`config.mk`:
```
export PLATFORM = sky130hd
export DESIGN_NAME = orient_trip_angle
export DESIGN_NICKNAME = d
export VERILOG_FILES = /design/src/common/orient_trip_pkg.sv /design/src/hw/orient_trip_angle.sv /design/src/hw/orient_trip_cmp.sv
export SDC_FILE = /design/constraint.sdc
export NUM_CORES = 1
export LEC_CHECK = 0
export ABC_CLOCK_PERIOD_IN_PS = 24600
export BUFFER_PORTS_ARGS = -buffer_cell sky130_fd_sc_hd__buf_4
export CORE_MARGIN = 2
export CORE_UTILIZATION = 45
export CTS_CLUSTER_SIZE = 40
export DETAILED_ROUTE_END_ITERATION = 10
export GPL_ROUTABILITY_DRIVEN = 0
export PLACE_DENSITY_LB_ADDON = 0.08
export SYNTH_ARGS = -nofsm -noshare
export SYNTH_HDL_FRONTEND = slang
export SYNTH_SLANG_ARGS = --single-unit
```
`constraint.sdc`:
```
create_clock -name ref_clk -period 24.6 [get_ports ref_clk]
set_clock_uncertainty 0.05 [all_clocks]
set_input_delay 4.92 -clock ref_clk [delete_from_list [all_inputs] [get_ports ref_clk]]
set_output_delay 4.92 -clock ref_clk [all_outputs]
set_load 0.01 [all_outputs]
```
`src/common/orient_trip_pkg.sv`:
```
// Constants, tables and carrier types of the orientation trip logic
// Function
// - Tilt code maps monotonically to threshold angle
// - Top tilt code selects about 88 degrees
// - Hysteresis widens trip angles symmetrically where neither trip hits the 0..90 clamp
// - Default 45 degree threshold gives tabled trips
// - Y sign picks portrait, X sign landscape
// - Tilt code bits 7:3, hysteresis bits 2:0
// - New orientation held settle count before report
package orient_trip_pkg;

  localparam logic [7:0] ADDR_SETTLE = 8'h2a;
  localparam logic [7:0] ADDR_TRIP_CFG = 8'h2c;
  localparam logic [7:0] ADDR_ORIENT = 8'h30;
  localparam logic [7:0] ADDR_INT_STATUS = 8'h31;
  localparam logic [7:0] ADDR_INT_MASK = 8'h32;

  localparam int TILT_POS = 3;
  localparam int HYS_POS = 0;
  localparam int CHANGED_POS = 7;
  localparam logic [4:0] TILT_RESET = 5'h10;
  localparam logic [2:0] HYS_RESET = 3'h4;
  localparam logic [7:0] SETTLE_RESET = 8'h00;
  localparam logic [6:0] RIGHT_ANGLE = 7'h5a;

  // Threshold angle in whole degrees for each tilt code
  localparam logic [6:0] THR_DEG [0:31] = '{
    7'h00, 7'h02, 7'h04, 7'h06, 7'h08, 7'h0b, 7'h0d, 7'h10,
    7'h12, 7'h15, 7'h18, 7'h1c, 7'h1f, 7'h22, 7'h26, 7'h29,
    7'h2d, 7'h31, 7'h34, 7'h38, 7'h3b, 7'h3e, 7'h42, 7'h45,
    7'h48, 7'h4a, 7'h4d, 7'h50, 7'h52, 7'h54, 7'h56, 7'h58};

  // Hysteresis in whole degrees for each hysteresis code
  localparam logic [6:0] HYS_DEG [0:7] = '{
    7'h00, 7'h04, 7'h07, 7'h0b, 7'h0e, 7'h11, 7'h15, 7'h18};

  // Sine of 0..90 degrees scaled to 255
  localparam logic [7:0] SIN_TAB [0:90] = '{
    8'h00, 8'h04, 8'h09, 8'h0d, 8'h12, 8'h16, 8'h1b, 8'h1f, 8'h23, 8'h28,
    8'h2c, 8'h31, 8'h35, 8'h39, 8'h3e, 8'h42, 8'h46, 8'h4b, 8'h4f, 8'h53,
    8'h57, 8'h5b, 8'h60, 8'h64, 8'h68, 8'h6c, 8'h70, 8'h74, 8'h78, 8'h7c,
    8'h7f, 8'h83, 8'h87, 8'h8b, 8'h8f, 8'h92, 8'h96, 8'h99, 8'h9d, 8'ha0,
    8'ha4, 8'ha7, 8'hab, 8'hae, 8'hb1, 8'hb4, 8'hb7, 8'hba, 8'hbe, 8'hc0,
    8'hc3, 8'hc6, 8'hc9, 8'hcc, 8'hce, 8'hd1, 8'hd3, 8'hd6, 8'hd8, 8'hdb,
    8'hdd, 8'hdf, 8'he1, 8'he3, 8'he5, 8'he7, 8'he9, 8'heb, 8'hec, 8'hee,
    8'hf0, 8'hf1, 8'hf3, 8'hf4, 8'hf5, 8'hf6, 8'hf7, 8'hf8, 8'hf9, 8'hfa,
    8'hfb, 8'hfc, 8'hfd, 8'hfd, 8'hfe, 8'hfe, 8'hfe, 8'hff, 8'hff, 8'hff,
    8'hff};

  typedef enum logic [1:0] {
    portrait_up = 2'b00,
    portrait_down = 2'b01,
    landscape_right = 2'b10,
    landscape_left = 2'b11
  } orient_t;

  typedef struct packed {
    logic valid;
    logic signed [11:0] x;
    logic signed [11:0] y;
  } sample_t;

  typedef struct packed {
    logic wr;
    logic rd;
    logic [7:0] addr;
    logic [7:0] wdata;
  } reg_req_t;

endpackage : orient_trip_pkg

```
`src/hw/orient_trip_angle.sv`:
```
// Orientation trip logic with settle counter and register port
//
// Strobed register access and the register addresses were left to the implementer.
`timescale 1ns/1ns
module orient_trip_angle (
  // Clock and reset
  input wire logic ref_clk,
  input wire logic nrst,
  // Register port
  input wire orient_trip_pkg::reg_req_t req,
  output logic [7:0] rdata,
  // Samples, one strobe per output data period
  input wire orient_trip_pkg::sample_t smp,
  // Status
  output orient_trip_pkg::orient_t orientation,
  output logic orientation_changed_flag,
  output logic irq
);
  import orient_trip_pkg::*;

  typedef struct packed {
    logic [7:0] orientation_settle_count;
    logic [4:0] tilt_trip_code;
    logic [2:0] trip_hysteresis_code;
    logic int_mask;
    logic changed;
    orient_t orient;
    orient_t cand;
    logic [7:0] held;
    logic [7:0] rdata;
    logic irq;
  } state_t;

  state_t st;
  state_t next_st;
  logic [6:0] thr_deg;
  logic [6:0] trip_l2p;
  logic [6:0] trip_p2l;
  orient_t candidate;
  logic [7:0] next_held;
  logic change_event;

  orient_trip_cmp u_cmp (
    .tilt_trip_code(st.tilt_trip_code),
    .trip_hysteresis_code(st.trip_hysteresis_code),
    .x(smp.x),
    .y(smp.y),
    .orient(st.orient),
    .thr_deg(thr_deg),
    .trip_l2p(trip_l2p),
    .trip_p2l(trip_p2l),
    .candidate(candidate)
  );

  always_comb begin
    next_st = st;
    next_held = 8'h00;
    change_event = 1'b0;
    // Settle counter advances only on sample strobes
    if (smp.valid) begin
      if (candidate == st.orient) begin
        next_st.cand = st.orient;
        next_st.held = 8'h00;
      end else begin
        if (candidate == st.cand && st.held != 8'hff) begin
          next_held = st.held + 8'h01;
        end else if (candidate == st.cand) begin
          next_held = st.held;
        end else begin
          next_held = 8'h01;
        end
        next_st.cand = candidate;
        next_st.held = next_held;
        if (next_held >= st.orientation_settle_count) begin
          next_st.orient = candidate;
          next_st.held = 8'h00;
          change_event = 1'b1;
        end
      end
    end
    if (req.wr) begin
      case (req.addr)
        ADDR_SETTLE: begin
          next_st.orientation_settle_count = req.wdata;
        end
        ADDR_TRIP_CFG: begin
          next_st.tilt_trip_code = req.wdata[TILT_POS +: 5];
          next_st.trip_hysteresis_code = req.wdata[HYS_POS +: 3];
        end
        ADDR_INT_STATUS: begin
          if (req.wdata[0]) begin
            next_st.changed = 1'b0;
          end
        end
        ADDR_INT_MASK: begin
          next_st.int_mask = req.wdata[0];
        end
        default: begin
        end
      endcase
    end
    // A change in the same cycle as the clear is kept
    if (change_event) begin
      next_st.changed = 1'b1;
    end
    next_st.rdata = 8'h00;
    if (req.rd) begin
      case (req.addr)
        ADDR_SETTLE: next_st.rdata = st.orientation_settle_count;
        ADDR_TRIP_CFG: begin
          next_st.rdata = {st.tilt_trip_code, st.trip_hysteresis_code};
        end
        ADDR_ORIENT: begin
          next_st.rdata = {st.changed, 5'h00, st.orient};
        end
        ADDR_INT_STATUS: next_st.rdata = {7'h00, st.changed};
        ADDR_INT_MASK: next_st.rdata = {7'h00, st.int_mask};
        default: next_st.rdata = 8'h00;
      endcase
    end
    next_st.irq = next_st.changed & next_st.int_mask;
  end

  always_ff @(posedge ref_clk or negedge nrst) begin
    if (!nrst) begin
      st <= '{
        orientation_settle_count: SETTLE_RESET,
        tilt_trip_code: TILT_RESET,
        trip_hysteresis_code: HYS_RESET,
        int_mask: 1'b0,
        changed: 1'b0,
        orient: portrait_up,
        cand: portrait_up,
        held: 8'h00,
        rdata: 8'h00,
        irq: 1'b0};
    end else begin
      st <= next_st;
    end
  end

  assign rdata = st.rdata;
  assign orientation = st.orient;
  assign orientation_changed_flag = st.changed;
  assign irq = st.irq;
endmodule : orient_trip_angle

```
`src/hw/orient_trip_cmp.sv`:
```
// Tilt angle comparison against hysteresis-adjusted trip angles
`timescale 1ns/1ns
module orient_trip_cmp (
  // Configuration
  input wire logic [4:0] tilt_trip_code,
  input wire logic [2:0] trip_hysteresis_code,
  // Sample and present orientation
  input wire logic signed [11:0] x,
  input wire logic signed [11:0] y,
  input wire orient_trip_pkg::orient_t orient,
  // Results
  output logic [6:0] thr_deg,
  output logic [6:0] trip_l2p,
  output logic [6:0] trip_p2l,
  output orient_trip_pkg::orient_t candidate
);
  import orient_trip_pkg::*;

  function automatic logic [7:0] sin_of(input logic [6:0] deg);
    sin_of = SIN_TAB[deg];
  endfunction : sin_of

  logic [6:0] hys;
  logic [7:0] sum;
  logic [11:0] ax;
  logic [11:0] ay;
  logic [19:0] y_cos_l2p;
  logic [19:0] x_sin_l2p;
  logic [19:0] y_cos_p2l;
  logic [19:0] x_sin_p2l;
  logic was_portrait;
  logic portrait;

  always_comb begin
    thr_deg = THR_DEG[tilt_trip_code];
    hys = HYS_DEG[trip_hysteresis_code];
    sum = {1'b0, thr_deg} + {1'b0, hys};
    // Trip angles straddle the threshold, clamped to 0..90
    trip_l2p = (sum > {1'b0, RIGHT_ANGLE}) ? RIGHT_ANGLE : sum[6:0];
    trip_p2l = (thr_deg > hys) ? thr_deg - hys : 7'h00;
    ax = x[11] ? 12'(-x) : 12'(x);
    ay = y[11] ? 12'(-y) : 12'(y);
    // Angle away from the X axis beats T when |y|cos T > |x|sin T
    y_cos_l2p = ay * sin_of(7'(RIGHT_ANGLE - trip_l2p));
    x_sin_l2p = ax * sin_of(trip_l2p);
    y_cos_p2l = ay * sin_of(7'(RIGHT_ANGLE - trip_p2l));
    x_sin_p2l = ax * sin_of(trip_p2l);
    was_portrait = (orient == portrait_up) || (orient == portrait_down);
    portrait = was_portrait ? !(y_cos_p2l < x_sin_p2l)
                            : (y_cos_l2p > x_sin_l2p);
    if (portrait) begin
      candidate = y[11] ? portrait_up : portrait_down;
    end else begin
      candidate = x[11] ? landscape_left : landscape_right;
    end
  end

endmodule : orient_trip_cmp

```
==> metrics.txt <==
Iter 0 DRT Violations=1486; H-tree depth=2; Tcrit/Tclk final=71.8%; Synth area leader=fa_1; Final ANT Viol Nets=0; Final Hold Vio Count=0; num ports=57; most frequent cells in the layout=inv_1, nor2_1, ha_1; register bit total from synthesis=39; Reg2Reg Launch Point=st[26]; Clk Tree Root Cell=clkbuf_16; drt wl/cell=19.2 microns; RSZ-0062 raised after global routing=false; aggregate global-route resource usage=26.4%; post-cts sizing count=0; # clock sinks=39; number of CTS-inserted buffers=5; hold depth=1; Worst-Margin Slew=1.18 ns; CP required=24.78 ns; Core ar.=44200 sq um; dominant synthesized flop cell=dfrtp_1; CP Launch Point=st[26]; synth top area cells=fa_1, ha_1, inv_1; hpwl dp=49700 microns; drt first pass iters=6; postcts setup bufs=0; Syn Nets=3115; Syn Area/Cell=7.83 sq um; endpoints failing setup=0; total gr overflow=0; critical path type=register to register; initial antenna violation count=0; storage element area=978 sq um; Setup crit start kind=register; post-synthesis cell type count=110; Async S/R FF share, synth=100%; layout cells sized above 1=7.64%; initial core utilization=45.5%; area grow syn2layout=5.75%; area of the multi-input gates=17300 sq um; nets@finish=3107; Min Clock Period, post-route=17.66 ns; top-area cell type share of the netlist area=24.1%; Max Clock Freq=0.0566 GHz; fill count=4416; die area=46500 sq um; number of buffers added on ports=56; status=completed; vias per std cell=5.79; pin count of the biggest net entering global routing=40; Cells after Synth=2571; crit end category=register; worst rel slew slack=21.3%; commonest non-fill, non-tap cell in the layout=inv_1; Die Width=216 microns; Vias=18300; Slew Limit Fails=0; number of flops mapped to enable cells by yosys=0; yosys warns=0; Worst path max stage delay=0.91 ns; Synth Cell Area=20100 sq um; drc violations=0; most used cell, CP=a21o_1; Max clock buf depth=2; Reg clk slew, reported paths=0.06 ns; first-pass GRT wire length=99500 microns; Hold Buf Count CTS=0; die height=216 microns; post-synthesis sequential area ratio=4.86%; vias in the first global route=18400; slowest stage cell, crit path=ha_1; worst skew pair latency=0.29 ns; # rows=77; Critical Path AT=17.85 ns; CTS tree=built; WL final=60700 microns; MaxCap Viol Count=0; Hold WC Path Type=register to register; CP max FO=28; Setup TNS=0 ns; hold_sp=st[22]; R2R depth=63
-- flip-flops by register name (all words and copies together), names as in the netlist --
signal and count:
irq 1, orientation 2, orientation_changed_flag 1, rdata 8, st 27
-- synth_stat cells, types with 25 or more instances --
master,count
clkbuf_1,72
fa_1,242
nand2_1,236
o21ai_0,77
o21bai_1,25
nor2_1,334
nand3_1,51
xor2_1,40
nor2b_1,29
ha_1,257
xnor2_1,79
a21o_1,34
nor3_1,33
inv_1,359
o211ai_1,27
and2_1,26
dfrtp_1,37
nand2b_1,48
a211oi_1,28
a21oi_1,146
-- path summary, 6_finish.rpt --
| kind | end | slack [ns] |
|---|---|---|
| setup / recovery | st[10] | 6.94 |
| hold / removal | st[22] | 0.48 |
| setup reg to reg | st[10] | 6.94 |
| hold reg to reg | st[22] | 0.48 |
| max in group asynchronous | st[30] | 19.57 |
| min in group asynchronous | st[15] | 4.54 |
-- metal layers --
metal | vias up | wire length (microns) | GRT usage (%)
met2 | 630 | 28400 | 44.6
met1 | 8924 | 27000 | 35.6
met4 | 0 | 2220 | 8.67
li1 | 8592 | - | -
met3 | 118 | 3110 | 2.51
met5 | - | 0 | 0
-- worst max-delay path: cells and delay by family, from the launching register on --
family                   cells  cell delay (ns)
adder cells (fa/ha/maj)     12             5.35
XOR/XNOR                     2             0.50
buffers and inverters        5             0.75
flip-flops                   1             0.54
AND/OR/NAND/NOR             15             3.93
AO/OA/AOI/OAI               29             6.45
-- through the flow --
step	std cells	worst slack, ns	hold slack (ns)	cell area (sq um)	util (%)
final	3157	6.94	0.476	21300	48.2
after global routing	3156	5.73	0.482	21300	48.1
after CTS	3156	7.22	0.474	21300	48.1
after detailed placement	3148	7.27	0.460	21100	47.8
after global placement	3148	7.38	0.462	21100	47.8
after floorplan	2571	9.46	0.441	20100	-
-- cell families (layout without fill, tap and decap cells) --
family | Yosys count | in the layout | synth area share, %
buffers and inverters | 480 | 473 | 9.39
AND/OR/NAND/NOR | 841 | 841 | 18.9
XOR/XNOR | 122 | 122 | 5.47
adder cells (fa/ha/maj) | 499 | 499 | 40.0
multiplexers | 40 | 40 | 2.29
flip-flops | 39 | 39 | 4.86
other | 0 | 1 | 0
AO/OA/AOI/OAI | 550 | 550 | 19.0
-- area by class of cell --
class	instances	area share (%)
clock inverter	2	0.165
antenna	1	0.0118
timing repair buffer	99	3.49
multi-input combinational	2052	81.2
clock buffer	6	0.652
tap	592	3.48
sequential	39	4.60
inverter	366	6.45
Power is not shown: default switching activity piles up to over one toggle a cycle in this logic, so the estimate is an artifact.
